### src/pkg/sfm_defines.svh
/*
 register offsets, field positions, reset values and timing for the fault manager.
 assumes a 250 MHz clock and a 32-bit AHB-Lite register bus.
*/
`ifndef SFM_DEFINES_SVH
`define SFM_DEFINES_SVH
`define SFM_OFF_CFG 8'h00
`define SFM_OFF_THR 8'h04
`define SFM_OFF_CLR 8'h08
`define SFM_OFF_STAT 8'h0c
`define SFM_CFG_RST 32'h0000000f
`define SFM_THR_RST 32'h00001000
`define SFM_CFG_EN_LSB 0
`define SFM_CFG_ACT_LSB 4
`define SFM_CFG_ENC_BIT 8
`define SFM_CFG_FW_BIT 9
`define SFM_CLR_BIT 0
`define SFM_NSAF 4
`define SFM_NCRIT 9
`define SFM_F_POS 0
`define SFM_F_NEG 1
`define SFM_F_PERR 2
`define SFM_F_SW 3
`define SFM_C_TEMP 0
`define SFM_TEMP_MAX_C 8'h4b
`define SFM_CLK_NS 4
`define SFM_BLINK_MS 250
`define SFM_BLINK_CYC (`SFM_BLINK_MS * 1000000 / `SFM_CLK_NS)
`endif

### src/pkg/sfm_pkg.sv
/*
 types shared by the fault manager files.
 assumes sfm_defines.svh is on the include path.
*/
`include "sfm_defines.svh"
package sfm_pkg;
  typedef struct packed {
    logic [31:0] thr;
    logic fw_mode;
    logic enc_present;
    logic [`SFM_NSAF-1:0] act_dis;
    logic [`SFM_NSAF-1:0] en;
  } sfm_cfg_t;
  typedef struct packed {
    logic rev_ok;
    logic fwd_ok;
    logic motor_on;
    logic [`SFM_NCRIT-1:0] crit;
    logic [`SFM_NSAF-1:0] saf;
  } sfm_stat_t;
  typedef enum logic [1:0] {SFM_LED_OFF, SFM_LED_ON, SFM_LED_BLINK, SFM_LED_ALT} sfm_led_t;
endpackage : sfm_pkg

### src/sfm_blink.sv
/*
 free-running blink phase generator.
 assumes one clock, synchronous active-high reset.
*/
`timescale 1ns/1ns
`default_nettype none
`include "sfm_defines.svh"
module sfm_blink #(
  parameter int unsigned HALF_CYC = `SFM_BLINK_CYC
) (
  input wire logic clk,
  input wire logic sys_rst,
  output logic phase
);
  logic [31:0] cnt_q;
  logic phase_q;
  wire wrap = (cnt_q == 32'(HALF_CYC - 1));
  always_ff @(posedge clk) begin
    if (sys_rst) begin
      cnt_q <= 32'h0;
      phase_q <= 1'b0;
    end else begin
      cnt_q <= wrap ? 32'h0 : cnt_q + 32'h1; // [RQ21]
      phase_q <= wrap ? ~phase_q : phase_q; // [RQ21]
    end
  end
  assign phase = phase_q;
endmodule : sfm_blink
`default_nettype wire

### src/sfm_ahb_slave.sv
/*
 AHB-Lite register slave of the fault manager: config, threshold, clear, status.
 assumes single word transfers, zero wait states, always OKAY.
*/
`timescale 1ns/1ns
`default_nettype none
`include "sfm_defines.svh"
module sfm_ahb_slave (
  input wire logic clk,
  input wire logic sys_rst,
  input wire logic hsel,
  input wire logic [31:0] haddr,
  input wire logic [1:0] htrans,
  input wire logic hwrite,
  input wire logic [2:0] hsize,
  input wire logic [31:0] hwdata,
  input wire logic hready,
  output logic [31:0] hrdata,
  output logic hreadyout,
  output logic hresp,
  input wire sfm_pkg::sfm_stat_t stat,
  output sfm_pkg::sfm_cfg_t cfg,
  output logic clr_pulse
);
  logic [31:0] cfg_q;
  logic [31:0] thr_q;
  logic [31:0] rdata_q;
  logic [7:0] waddr_q;
  logic wr_q;
  logic clr_q;
  //////////////////////////////////////////////////////////////////////////////
  // address phase decode and data phase write strobes
  wire take = hsel && htrans[1] && hready;
  wire [7:0] off = haddr[7:0];
  wire [31:0] stat_word = {{(32 - $bits(sfm_pkg::sfm_stat_t)){1'b0}}, stat};
  wire [31:0] rd_d = (off == `SFM_OFF_CFG) ? cfg_q :
                     (off == `SFM_OFF_THR) ? thr_q :
                     (off == `SFM_OFF_STAT) ? stat_word : 32'h0;
  wire wr_cfg = wr_q && (waddr_q == `SFM_OFF_CFG);
  wire wr_thr = wr_q && (waddr_q == `SFM_OFF_THR);
  wire wr_clr = wr_q && (waddr_q == `SFM_OFF_CLR) && hwdata[`SFM_CLR_BIT];
  //////////////////////////////////////////////////////////////////////////////
  // registers
  always_ff @(posedge clk) begin
    if (sys_rst) begin
      cfg_q <= `SFM_CFG_RST;
      thr_q <= `SFM_THR_RST;
      rdata_q <= 32'h0;
      waddr_q <= 8'h0;
      wr_q <= 1'b0;
      clr_q <= 1'b0;
    end else begin
      wr_q <= take && hwrite;
      waddr_q <= take ? off : waddr_q;
      rdata_q <= (take && !hwrite) ? rd_d : rdata_q;
      cfg_q <= wr_cfg ? hwdata : cfg_q;
      thr_q <= wr_thr ? hwdata : thr_q;
      clr_q <= wr_clr; // [RQ6]
    end
  end
  assign hrdata = rdata_q;
  assign hreadyout = 1'b1;
  assign hresp = 1'b0;
  assign clr_pulse = clr_q;
  assign cfg.thr = thr_q;
  assign cfg.fw_mode = cfg_q[`SFM_CFG_FW_BIT];
  assign cfg.enc_present = cfg_q[`SFM_CFG_ENC_BIT];
  assign cfg.act_dis = cfg_q[`SFM_CFG_ACT_LSB +: `SFM_NSAF];
  assign cfg.en = cfg_q[`SFM_CFG_EN_LSB +: `SFM_NSAF];
endmodule : sfm_ahb_slave
`default_nettype wire

### src/sfm_top.sv
/*
 servo fault manager: fault latching and clearing, motion gating, status leds.
 assumes all inputs synchronous to clk; an AHB-Lite master reaches the registers.
*/
// The AHB-Lite slave port and the placing of the registers were left to the implementer.
`timescale 1ns/1ns
`default_nettype none
`include "sfm_defines.svh"
// Overview of operation
// RQ1 - green dark unpowered, steady when powered
// RQ2 - red steady on any critical fault
// RQ3 - red blinks on any safety fault
// RQ4 - upgrade mode alternates green and red
// RQ5 - enable low-then-high requests fault clear
// RQ6 - software clear command acts like enable toggle
// RQ7 - blinking faults clear when condition goes
// RQ8 - safety action selectable; disable-motor faults latch
// RQ9 - critical fault disables motor at once
// RQ10 - critical clears only absent plus enable toggle
// RQ11 - positive limit blocks forward, clears on reverse
// RQ12 - negative limit blocks reverse, clears on forward
// RQ13 - position error above threshold raises fault
// RQ14 - stop-motion position error clears on move
// RQ15 - software stop input high raises fault
// RQ16 - software stop clears when low; blocks motion
// RQ17 - temperature above 75 C is critical
// RQ18 - eight other conditions are critical faults
// RQ19 - start pulses ignored while disabled or stopped
// RQ20 - critical indication wins over blinking
// RQ21 - blink rate fixed, even duty, from clock
module sfm_top #(
  parameter int unsigned BLINK_HALF_CYC = `SFM_BLINK_CYC
) (
  input wire logic clk,
  input wire logic sys_rst,
  input wire logic hsel,
  input wire logic [31:0] haddr,
  input wire logic [1:0] htrans,
  input wire logic hwrite,
  input wire logic [2:0] hsize,
  input wire logic [31:0] hwdata,
  input wire logic hready,
  output logic [31:0] hrdata,
  output logic hreadyout,
  output logic hresp,
  input wire logic enable_in,
  input wire logic pos_limit_in,
  input wire logic neg_limit_in,
  input wire logic swstop_in,
  input wire logic start_in,
  input wire logic move_cmd_in,
  input wire logic moving_fwd_in,
  input wire logic moving_rev_in,
  input wire logic [31:0] enc_pos,
  input wire logic [31:0] cmd_pos,
  input wire logic [7:0] temp_c,
  input wire logic [`SFM_NCRIT-2:0] crit_in,
  output logic motor_en,
  output logic fwd_ok,
  output logic rev_ok,
  output logic start_ok,
  output logic led_green,
  output logic led_red
);
  sfm_pkg::sfm_cfg_t cfg;
  sfm_pkg::sfm_stat_t stat;
  sfm_pkg::sfm_led_t led_mode;
  logic sw_clr;
  logic blink_ph;
  logic en_q;
  logic [`SFM_NCRIT-1:0] crit_q;
  logic [`SFM_NSAF-1:0] saf_q;
  logic [`SFM_NSAF-1:0] saf_d;
  logic [`SFM_NSAF-1:0] saf_set;
  logic [`SFM_NSAF-1:0] saf_auto;
  logic motor_q;
  logic fwd_q;
  logic rev_q;
  logic start_q;
  logic green_q;
  logic red_q;
  logic green_d;
  logic red_d;
  //////////////////////////////////////////////////////////////////////////////
  // register slave and blink source
  sfm_ahb_slave u_regs (
    .clk(clk),
    .sys_rst(sys_rst),
    .hsel(hsel),
    .haddr(haddr),
    .htrans(htrans),
    .hwrite(hwrite),
    .hsize(hsize),
    .hwdata(hwdata),
    .hready(hready),
    .hrdata(hrdata),
    .hreadyout(hreadyout),
    .hresp(hresp),
    .stat(stat),
    .cfg(cfg),
    .clr_pulse(sw_clr)
  );
  sfm_blink #(.HALF_CYC(BLINK_HALF_CYC)) u_blink (
    .clk(clk),
    .sys_rst(sys_rst),
    .phase(blink_ph)
  );
  //////////////////////////////////////////////////////////////////////////////
  // clear request and fault conditions
  wire en_rise = enable_in && !en_q; // [RQ5]
  wire clr_req = en_rise || sw_clr; // [RQ5] [RQ6]
  wire temp_hot = temp_c > `SFM_TEMP_MAX_C; // [RQ17]
  wire [`SFM_NCRIT-1:0] crit_cond = {crit_in, temp_hot}; // [RQ18]
  wire [`SFM_NCRIT-1:0] crit_d = crit_cond | (crit_q & ~{`SFM_NCRIT{clr_req}}); // [RQ10]
  wire [31:0] pos_diff = enc_pos - cmd_pos;
  wire [31:0] pos_mag = pos_diff[31] ? 32'h0 - pos_diff : pos_diff;
  wire perr_hit = cfg.enc_present && (pos_mag > cfg.thr); // [RQ13]
  assign saf_set[`SFM_F_POS] = pos_limit_in;
  assign saf_set[`SFM_F_NEG] = neg_limit_in;
  assign saf_set[`SFM_F_PERR] = perr_hit; // [RQ13]
  assign saf_set[`SFM_F_SW] = swstop_in; // [RQ15]
  assign saf_auto[`SFM_F_POS] = !pos_limit_in && moving_rev_in; // [RQ11]
  assign saf_auto[`SFM_F_NEG] = !neg_limit_in && moving_fwd_in; // [RQ12]
  assign saf_auto[`SFM_F_PERR] = move_cmd_in; // [RQ14]
  assign saf_auto[`SFM_F_SW] = !swstop_in; // [RQ16]
  //////////////////////////////////////////////////////////////////////////////
  // per-fault safety latch: set wins over clear
  genvar gi;
  generate
    for (gi = 0; gi < `SFM_NSAF; gi++) begin : g_saf
      wire set_i = cfg.en[gi] && saf_set[gi];
      wire clr_i = !cfg.en[gi] || (cfg.act_dis[gi] ? clr_req : saf_auto[gi]); // [RQ7] [RQ8]
      assign saf_d[gi] = set_i || (saf_q[gi] && !clr_i); // [RQ8]
    end
  endgenerate
  //////////////////////////////////////////////////////////////////////////////
  // motion gating
  wire saf_dis = |(saf_d & cfg.act_dis);
  wire motor_d = enable_in && !(|crit_d) && !saf_dis; // [RQ9] [RQ10]
  wire stop_any = saf_d[`SFM_F_SW] || saf_d[`SFM_F_PERR]; // [RQ16]
  wire fwd_d = motor_d && !stop_any && !saf_d[`SFM_F_POS]; // [RQ11]
  wire rev_d = motor_d && !stop_any && !saf_d[`SFM_F_NEG]; // [RQ12]
  wire start_d = start_in && enable_in && !swstop_in && motor_d; // [RQ19]
  //////////////////////////////////////////////////////////////////////////////
  // led pattern selection
  assign led_mode = cfg.fw_mode ? sfm_pkg::SFM_LED_ALT :
                    (|crit_d) ? sfm_pkg::SFM_LED_ON :
                    (|saf_d) ? sfm_pkg::SFM_LED_BLINK : sfm_pkg::SFM_LED_OFF; // [RQ20]
  always_comb begin
    green_d = motor_d; // [RQ1]
    red_d = 1'b0;
    case (led_mode)
      sfm_pkg::SFM_LED_ALT: begin
        green_d = blink_ph; // [RQ4]
        red_d = !blink_ph; // [RQ4]
      end
      sfm_pkg::SFM_LED_ON: begin
        red_d = 1'b1; // [RQ2]
      end
      sfm_pkg::SFM_LED_BLINK: begin
        red_d = blink_ph; // [RQ3]
      end
      sfm_pkg::SFM_LED_OFF: begin
        red_d = 1'b0;
      end
      default: begin
        red_d = 1'b0;
      end
    endcase
  end
  //////////////////////////////////////////////////////////////////////////////
  // state and output flops
  always_ff @(posedge clk) begin
    if (sys_rst) begin
      en_q <= 1'b1;
      crit_q <= '0;
      saf_q <= '0;
      motor_q <= 1'b0;
      fwd_q <= 1'b0;
      rev_q <= 1'b0;
      start_q <= 1'b0;
      green_q <= 1'b0;
      red_q <= 1'b0;
    end else begin
      en_q <= enable_in;
      crit_q <= crit_d;
      saf_q <= saf_d;
      motor_q <= motor_d;
      fwd_q <= fwd_d;
      rev_q <= rev_d;
      start_q <= start_d;
      green_q <= green_d;
      red_q <= red_d;
    end
  end
  assign stat.rev_ok = rev_q;
  assign stat.fwd_ok = fwd_q;
  assign stat.motor_on = motor_q;
  assign stat.crit = crit_q;
  assign stat.saf = saf_q;
  assign motor_en = motor_q;
  assign fwd_ok = fwd_q;
  assign rev_ok = rev_q;
  assign start_ok = start_q;
  assign led_green = green_q;
  assign led_red = red_q;
  //////////////////////////////////////////////////////////////////////////////
  // checks
  property p_green;
    @(posedge clk) disable iff (sys_rst)
      !cfg.fw_mode |=> (led_green == motor_en);
  endproperty
  a_green: assert property (p_green) else $error("green led not motor power"); // [RQ1]
  property p_red_solid;
    @(posedge clk) disable iff (sys_rst)
      (!cfg.fw_mode && |crit_d) |=> led_red;
  endproperty
  a_red_solid: assert property (p_red_solid) else $error("red not solid on crit"); // [RQ2]
  property p_red_blink;
    @(posedge clk) disable iff (sys_rst)
      (!cfg.fw_mode && !(|crit_d) && |saf_d) |=> (led_red == $past(blink_ph));
  endproperty
  a_red_blink: assert property (p_red_blink) else $error("red not blinking"); // [RQ3]
  property p_fw_alt;
    @(posedge clk) disable iff (sys_rst)
      cfg.fw_mode |=> (led_green != led_red);
  endproperty
  a_fw_alt: assert property (p_fw_alt) else $error("upgrade leds not alternate"); // [RQ4]
  property p_crit_hold;
    @(posedge clk) disable iff (sys_rst)
      !clr_req |=> ((crit_q & $past(crit_q)) == $past(crit_q));
  endproperty
  a_crit_hold: assert property (p_crit_hold) else $error("crit lost w/o clear"); // [RQ10]
  property p_en_clr;
    @(posedge clk) disable iff (sys_rst)
      (!enable_in ##1 (enable_in && !(|crit_cond))) |=> (crit_q == '0);
  endproperty
  a_en_clr: assert property (p_en_clr) else $error("enable toggle did not clear"); // [RQ5]
  property p_sw_clr;
    @(posedge clk) disable iff (sys_rst)
      (sw_clr && !(|crit_cond)) |=> (crit_q == '0);
  endproperty
  a_sw_clr: assert property (p_sw_clr) else $error("software clear failed"); // [RQ6]
  property p_crit_off;
    @(posedge clk) disable iff (sys_rst)
      (|crit_cond || (|crit_q && !clr_req)) |=> !motor_en;
  endproperty
  a_crit_off: assert property (p_crit_off) else $error("motor on with crit"); // [RQ9]
  property p_temp;
    @(posedge clk) disable iff (sys_rst)
      (temp_c > `SFM_TEMP_MAX_C) |=> crit_q[`SFM_C_TEMP];
  endproperty
  a_temp: assert property (p_temp) else $error("over temp missed"); // [RQ17]
  property p_pos_lim;
    @(posedge clk) disable iff (sys_rst)
      saf_q[`SFM_F_POS] |-> !fwd_ok;
  endproperty
  a_pos_lim: assert property (p_pos_lim) else $error("forward at pos limit"); // [RQ11]
  property p_neg_lim;
    @(posedge clk) disable iff (sys_rst)
      saf_q[`SFM_F_NEG] |-> !rev_ok;
  endproperty
  a_neg_lim: assert property (p_neg_lim) else $error("reverse at neg limit"); // [RQ12]
  property p_sw_auto;
    @(posedge clk) disable iff (sys_rst)
      (!swstop_in && !cfg.act_dis[`SFM_F_SW]) |=> !saf_q[`SFM_F_SW];
  endproperty
  a_sw_auto: assert property (p_sw_auto) else $error("sw stop not auto cleared"); // [RQ16]
  property p_sw_set;
    @(posedge clk) disable iff (sys_rst)
      (swstop_in && cfg.en[`SFM_F_SW]) |=> (saf_q[`SFM_F_SW] && !fwd_ok && !rev_ok);
  endproperty
  a_sw_set: assert property (p_sw_set) else $error("sw stop not raised"); // [RQ15]
  property p_start;
    @(posedge clk) disable iff (sys_rst)
      (!enable_in || swstop_in) |=> !start_ok;
  endproperty
  a_start: assert property (p_start) else $error("start taken while blocked"); // [RQ19]
  property p_perr;
    @(posedge clk) disable iff (sys_rst)
      (perr_hit && cfg.en[`SFM_F_PERR]) |=> saf_q[`SFM_F_PERR];
  endproperty
  a_perr: assert property (p_perr) else $error("position error missed"); // [RQ13]
  property p_pos_auto;
    @(posedge clk) disable iff (sys_rst)
      (!cfg.act_dis[`SFM_F_POS] && !pos_limit_in && moving_rev_in) |=> !saf_q[`SFM_F_POS];
  endproperty
  a_pos_auto: assert property (p_pos_auto) else $error("pos limit kept"); // [RQ11]
  property p_neg_auto;
    @(posedge clk) disable iff (sys_rst)
      (!cfg.act_dis[`SFM_F_NEG] && !neg_limit_in && moving_fwd_in) |=> !saf_q[`SFM_F_NEG];
  endproperty
  a_neg_auto: assert property (p_neg_auto) else $error("neg limit kept"); // [RQ12]
  property p_perr_move;
    @(posedge clk) disable iff (sys_rst)
      (!cfg.act_dis[`SFM_F_PERR] && move_cmd_in && !perr_hit) |=> !saf_q[`SFM_F_PERR];
  endproperty
  a_perr_move: assert property (p_perr_move) else $error("pos error kept"); // [RQ14]
  property p_saf_latch;
    @(posedge clk) disable iff (sys_rst)
      (saf_q[`SFM_F_POS] && cfg.act_dis[`SFM_F_POS] && cfg.en[`SFM_F_POS] && !clr_req)
        |=> saf_q[`SFM_F_POS];
  endproperty
  a_saf_latch: assert property (p_saf_latch) else $error("latched fault lost"); // [RQ8]
  property p_dis_motor;
    @(posedge clk) disable iff (sys_rst)
      (|(saf_d & cfg.act_dis)) |=> !motor_en;
  endproperty
  a_dis_motor: assert property (p_dis_motor) else $error("motor on with fault"); // [RQ8]
  property p_crit_motor;
    @(posedge clk) disable iff (sys_rst)
      (|crit_q) |-> !motor_en;
  endproperty
  a_crit_motor: assert property (p_crit_motor) else $error("motor on, crit held"); // [RQ10]
  property p_crit_set;
    @(posedge clk) disable iff (sys_rst)
      (|crit_cond) |=> ((crit_q & $past(crit_cond)) == $past(crit_cond));
  endproperty
  a_crit_set: assert property (p_crit_set) else $error("crit not latched"); // [RQ18]
  property p_sw_block;
    @(posedge clk) disable iff (sys_rst)
      saf_q[`SFM_F_SW] |-> (!fwd_ok && !rev_ok);
  endproperty
  a_sw_block: assert property (p_sw_block) else $error("motion in sw stop"); // [RQ16]
  property p_red_prio;
    @(posedge clk) disable iff (sys_rst)
      (!cfg.fw_mode && |crit_d && |saf_d) |=> led_red;
  endproperty
  a_red_prio: assert property (p_red_prio) else $error("red not solid"); // [RQ20]
  property p_green_alt;
    @(posedge clk) disable iff (sys_rst)
      cfg.fw_mode |=> (led_green == $past(blink_ph));
  endproperty
  a_green_alt: assert property (p_green_alt) else $error("green not blinking"); // [RQ4]
  property p_start_motor;
    @(posedge clk) disable iff (sys_rst)
      start_ok |-> motor_en;
  endproperty
  a_start_motor: assert property (p_start_motor) else $error("start, motor off"); // [RQ19]
  c_crit_clear: cover property (@(posedge clk) disable iff (sys_rst)
    (|crit_q) ##1 (crit_q == '0));
  c_pos_lim: cover property (@(posedge clk) disable iff (sys_rst)
    saf_q[`SFM_F_POS] ##1 !saf_q[`SFM_F_POS]);
  c_fw_mode: cover property (@(posedge clk) disable iff (sys_rst)
    cfg.fw_mode && led_green);
  c_start: cover property (@(posedge clk) disable iff (sys_rst) start_ok);
endmodule : sfm_top
`default_nettype wire

### config.mk
export PLATFORM = sky130hd
export DESIGN_NAME = sfm_top
export DESIGN_NICKNAME = d
export VERILOG_FILES = /design/src/pkg/sfm_pkg.sv /design/src/sfm_blink.sv /design/src/sfm_ahb_slave.sv /design/src/sfm_top.sv
export VERILOG_INCLUDE_DIRS = /design/src /design/src/pkg
export SDC_FILE = /design/constraint.sdc
export NUM_CORES = 1
export LEC_CHECK = 0
export BUFFER_PORTS_ARGS = -buffer_cell sky130_fd_sc_hd__buf_2
export CAP_MARGIN = 30
export CORE_MARGIN = 10
export CORE_UTILIZATION = 40
export CTS_CLUSTER_SIZE = 28
export DETAILED_ROUTE_END_ITERATION = 10
export PLACE_DENSITY_LB_ADDON = 0.1
export SYNTH_ARGS = -nofsm -noshare
export SYNTH_HDL_FRONTEND = slang
export SYNTH_SLANG_ARGS = --single-unit
### constraint.sdc
create_clock -name clk -period 15.31 [get_ports clk]
set_input_delay 1.531 -clock clk [delete_from_list [all_inputs] [get_ports clk]]
set_output_delay 1.531 -clock clk [all_outputs]
set_load 0.05 [all_outputs]
==> flow_summary.yaml, run 1 <==
sta:
  finalCritPeriodShare: 0.454
  finalMaxSlewViolations: 0
  whs_ps: 449
  fin_tns_setup_ps: 0
  slew_headroom: 0.338
  period_needed_ps: 6940
  clock.fmax_ghz: 0.144
  final-setup-viol-count: 0
  skew_ps: 11.5
  tightestPinTransition_ps: 993
  hold_viol_final: 0
  worst_slack_ps: 8370
  rsz0062_at_grt: "no"
cells_and_area:
  final_cell_mix: "nand2_1 (212), buf_2 (168), dfxtp_1 (159)"
  final_common_cell: "nand2_1"
  layout.nets: 1670
  fill_cells: 2615
  stdcell_count: 1785
  syn2layout_area_growth_pct: 16.0
  drive_gt1_frac: 0.184
  antenna_cells: 0
yosys:
  synth_seq_cells: 159
  ys_seq_area_frac: 0.313
  synth_area_um2: 10200
  ys.warnings.count: 0
  ys.flop_type: "dfxtp_1"
  synth_edf_count: 0
  avgSynthCellArea_um2: 7.76
  synthCells: 1310
  synthDistinctLibCells: 90
  syn_nets: 1538
  async_flop_share: 0
clock_network:
  clk_latency_ps: 430
  h-tree-depth: 4
  cts_resized: 0
  cts_tree: "done"
  clk_pin_slew_ps: 60
  hold_buffers: 0
  root_buffer: "clkbuf_16"
  numCtsBuffers: 17
  clock_sinks: 159
  cts_post_setup_buffers_inserted: 0
  clock_path_buffers: 2
worst_hold_path:
  holdPathStages: 1
  worstHoldPathType: "flop to flop"
  holdPathEnd: "u_blink.cnt_q[0]"
  worstHoldStart: "u_blink.cnt_q[0]"
floorplan:
  pin_count: 202
  fp.dieW_um: 179
  dieArea_um2: 32200
  floorplan.initialDensity: 0.405
  core_region_area_um2: 25100
  fp.dieH_um: 179
  rows: 58
global_route:
  grt_pass1_vias: 9113
  grt_max_degree: 69
  antenna_found_initial: 0
  grt_pass1_wl_um: 46300
  gr-usage-all-layers: 0.176
  grt_overflow: 0
placement:
  dp_hpwl_um: 22400
  dp_slack_ps: 7910
  portBuffers: 169
  gp_congestion: 0.864
  dp_cells: 1753
run_status:
  status: "finished clean"
setup_path:
  required_ps: 15680
  r2r_start: "u_regs.thr_q[25]"
  critPathKind: "input port to flop"
  rr_endpoint: "start_ok"
  arrival_ps: 7320
  cp-end-kind: "flop"
  r2r_cells: 10
  r2r_slack_ps: 12320
  start_kind: "input port"
  cp_max_fo: 22
drt:
  wl_per_cell_um: 16.3
  ant_nets: 0
  wl_met3_um: 1670
  met1_length_um: 14000
  drc: 0
  firstDrtPassIters: 5
  first_iter_violations: 557
  wl_met2_um: 13300
  viasPerCell: 5.33
  routed_wl_um: 29100
  top_layer: "met4"
  vias: 9516
power_and_ir_drop:
  power_leakage_nw: 4.87
  finalPower_mw: 1.17
  ir_drop_v: 0.0000717
  powerDensity_nw_per_um2: 99.2
run:
  cap_violations: 0
## final cells by class
class / count / area (um^2) / share of cell area
clock buffers: 21 / 470 / 0.0399
flip-flops and latches: 159 / 3180 / 0.270
multi-input cells: 1007 / 6360 / 0.540
repair buffers: 181 / 942 / 0.0799
well taps: 330 / 413 / 0.0350
inverters: 76 / 285 / 0.0242
clock inverters: 11 / 129 / 0.0109
## worst max-delay path: stages
cell and delay (ps):
buf_2 100, ha_1 360, a21o_1 250, a21oi_1 190
o21ai_0 230, o41ai_1 450, nor2_1 90, a2111oi_0 560
nand2_1 600, o21ai_0 290, xnor2_1 170, ha_1 270
a21o_1 180, a21o_1 160, a21oi_1 140, nor2_1 60
a2111oi_0 660, a31oi_1 350, a21boi_0 420, and4b_1 240
## cell families after synthesis
| family | after synthesis | share of synthesized area |
|---|---|---|
| other | 2 | 0.000739 |
| AO/OA/AOI/OAI | 312 | 0.206 |
| multiplexers | 19 | 0.0208 |
| AND/OR/NAND/NOR | 527 | 0.244 |
| flip-flops | 159 | 0.313 |
| adder cells (fa/ha/maj) | 66 | 0.0820 |
| buffers and inverters | 144 | 0.0619 |
| XOR/XNOR | 81 | 0.0705 |
## worst max path at each step
stage                           start  endpoint  slack (ps)  cells after the start
after global routing      enc_pos[24]  start_ok        7650                     20
after global placement     enc_pos[0]  start_ok        7960                     20
after CTS                 enc_pos[24]  start_ok        8330                     20
final                     enc_pos[24]  start_ok        8370                     20
after floorplan            enc_pos[0]  start_ok        9320                     20
after detailed placement  enc_pos[24]  start_ok        7910                     20
## per-stage QoR
step,util,instance area (um^2)
after floorplan,-,10200
after global placement,0.444,11200
after detailed placement,0.445,11200
after CTS,0.469,11800
after global routing,0.469,11800
final,0.469,11800
## where the power goes
part	leakage [nW]	switching [mW]	total (mW)	internal, mW
Sequential	1.29	0.00489	0.425	0.420
Combinational	3.29	0.179	0.312	0.133
Clock	0.290	0.177	0.432	0.255
Total	4.87	0.361	1.17	0.808
## sequential cells by signal, indices dropped and copies added, names as in the netlist
name and count:
crit_q 9, en_q 1, fwd_ok 1, led_green 1
led_red 1, motor_en 1, rev_ok 1, saf_q 4
start_ok 1, u_blink.cnt_q 32, u_blink.phase 1, u_regs.cfg_q 32
u_regs.clr_pulse 1, u_regs.hrdata 32, u_regs.thr_q 32, u_regs.waddr_q 8
u_regs.wr_q 1
## routing by layer
layer,up-vias,GRT usage
met5,-,0
met4,0,0.0287
met3,19,0.0367
met2,199,0.286
met1,4436,0.240
li1,4862,-
## synth_stat cells (all sizes together) (24+ instances only)
library cell  instances  share of area
ha                   65          0.080
o21ai                34          0.017
dfxtp               159           0.31
nand4                24          0.015
nand2               212          0.078
a21oi               147          0.074
xnor2                40          0.035
xor2                 41          0.035
nand3                47          0.023
nor3                 38          0.020
clkbuf               56          0.025
nor2                114          0.042
a21o                 24          0.019
inv                  76          0.028
Power figures use the tool's default switching activity.
==> inputs of run 2 (changes only) <==
==> constraint.sdc (replaced) <==
create_clock -name clk -period 6.6 [get_ports clk]
set_input_delay 0.66 -clock clk [delete_from_list [all_inputs] [get_ports clk]]
set_output_delay 0.66 -clock clk [all_outputs]
set_load 0.05 [all_outputs]
==> run 2 against run 1 <==
Clock power up 140%. Clock-buffer cell count decreased by 3. Via count decreased by 0.58%. Register-to-register slack worse by 8600 ps. Core utilization is 0.45 points higher. Largest cell class unchanged. Largest power group unchanged. Highest routed layer unchanged.
==> flow_summary.yaml, run 2 (synthesized netlist as in run 1, its figures left out) <==
cells_and_area:
  multiInputGateArea_um2: 6360
  syn2layout_area_growth_pct: 17.1
  stdcell_count: 1794
  seq_area_um2: 3180
  antenna_cells: 0
  drive_gt1_frac: 0.190
  final_cell_mix: "nand2_1 (212), buf_2 (168), dfxtp_1 (159)"
  layout.nets: 1679
  final_common_cell: "nand2_1"
  fill_cells: 2590
sta:
  final-setup-viol-count: 0
  slew_headroom: 0.511
  finalCritPeriodShare: 0.871
  fin_tns_setup_ps: 0
  finalMaxSlewViolations: 0
  tightestPinTransition_ps: 729
  clock.fmax_ghz: 0.174
  skew_ps: 12.5
  rsz0062_at_grt: "no"
  hold_viol_final: 0
  period_needed_ps: 5750
drt:
  routed_wl_um: 29000
  first_iter_violations: 535
  ant_nets: 0
  drc: 0
  met1_length_um: 13900
  viasPerCell: 5.27
  vias: 9461
  wl_met3_um: 1710
  firstDrtPassIters: 5
  wl_met2_um: 13100
  wl_per_cell_um: 16.2
  top_layer: "met4"
clock_network:
  clk_latency_ps: 430
  clock_sinks: 159
  root_buffer: "clkbuf_16"
  clk_pin_slew_ps: 60
  hold_buffers: 0
  clock_path_buffers: 2
  cts_resized: 0
  cts_tree: "done"
  numCtsBuffers: 17
  h-tree-depth: 4
  cts_post_setup_buffers_inserted: 0
floorplan:
  dieArea_um2: 32200
  fp.dieW_um: 179
  fp.dieH_um: 179
  rows: 58
  pin_count: 202
  core_region_area_um2: 25100
  floorplan.initialDensity: 0.405
power_and_ir_drop:
  powerDensity_nw_per_um2: 232
  power_leakage_nw: 4.93
  ir_drop_v: 0.000140
global_route:
  antenna_found_initial: 0
  gr-usage-all-layers: 0.177
  grt_pass1_vias: 9135
  grt_max_degree: 63
  grt_pass1_wl_um: 46400
  grt_overflow: 0
setup_path:
  r2r_slack_ps: 3680
  r2r_cells: 6
  required_ps: 6920
  start_kind: "input port"
  r2r_start: "u_blink.cnt_q[23]"
  critPathKind: "input port to flop"
  arrival_ps: 6070
  cp_max_fo: 5
  rr_endpoint: "u_blink.cnt_q[29]"
  cp-end-kind: "flop"
placement:
  dp_hpwl_um: 22400
  dp_cells: 1762
  portBuffers: 169
  gp_congestion: 0.846
worst_hold_path:
  worstHoldStart: "u_blink.cnt_q[0]"
  holdPathEnd: "u_blink.cnt_q[0]"
  worstHoldPathType: "flop to flop"
  holdPathStages: 1
run_status:
  status: "finished clean"
run:
  cap_violations: 0
-- run 2: cell types whose count changed in the layout (fill, tap and decap cells not counted), sizes merged --
cell / previous run / this run
inv: 79 / 80
clkinv: 4 / 3
clkbuf: 21 / 18
bufinv: 2 / 3
buf: 181 / 190
clkinvlp: 2 / 4
-- run 2: stage by stage --
stage	setup slack (ps)	area [um^2]	power (mW)	hold WS, ps	util
after CTS	832	11900	2.78	442	0.474
after global routing	322	11900	2.92	456	0.474
final	854	11900	2.76	445	0.474
after detailed placement	400	11300	1.74	438	0.449
after floorplan	1480	10200	1.57	418	-
after global placement	453	11200	1.73	431	0.447
-- run 2: area by class of cell --
| class | count | share of cell area |
|---|---|---|
| Tap cell | 330 | 0.0347 |
| Inverter | 76 | 0.0240 |
| Multi-Input combinational cell | 1007 | 0.535 |
| Timing Repair Buffer | 190 | 0.0869 |
| Sequential cell | 159 | 0.268 |
| Clock buffer | 18 | 0.0369 |
| Clock inverter | 14 | 0.0154 |
-- run 2: worst max path at each step --
stage,start,end,cells after the start
2_1_floorplan,enc_pos[0],start_ok,20
3_3_place_gp,enc_pos[0],start_ok,20
3_5_place_dp,enc_pos[0],start_ok,20
4_1_cts,enc_pos[0],start_ok,20
5_1_grt,enc_pos[0],start_ok,20
6_report,enc_pos[0],start_ok,20
-- run 2: power by group --
part           switching [mW]  internal [mW]  leakage (nW)
Clock                   0.422          0.613         0.293
Sequential             0.0115          0.975          1.29
Combinational           0.415          0.321          3.35
-- run 2: critical path, cell delays in order --
cell and delay [ps]:
buf_2 100, inv_1 40, ha_1 150, inv_1 50, fa_1 410, a21o_1 210, o41ai_1 320, a31oi_1 170
or3_2 530, nor3_1 350, nand3_1 300, o41ai_1 440, xnor2_1 120, ha_1 310, nand4_1 190, nor4_1 500
o21ai_0 190, a31oi_1 480, a21boi_0 290, and4b_1 250
-- run 2: layer usage --
layer | track usage | vias up
met5 | 0 | -
met4 | 0.0372 | 0
met3 | 0.0363 | 22
met2 | 0.278 | 192
met1 | 0.245 | 4364
li1 | - | 4883
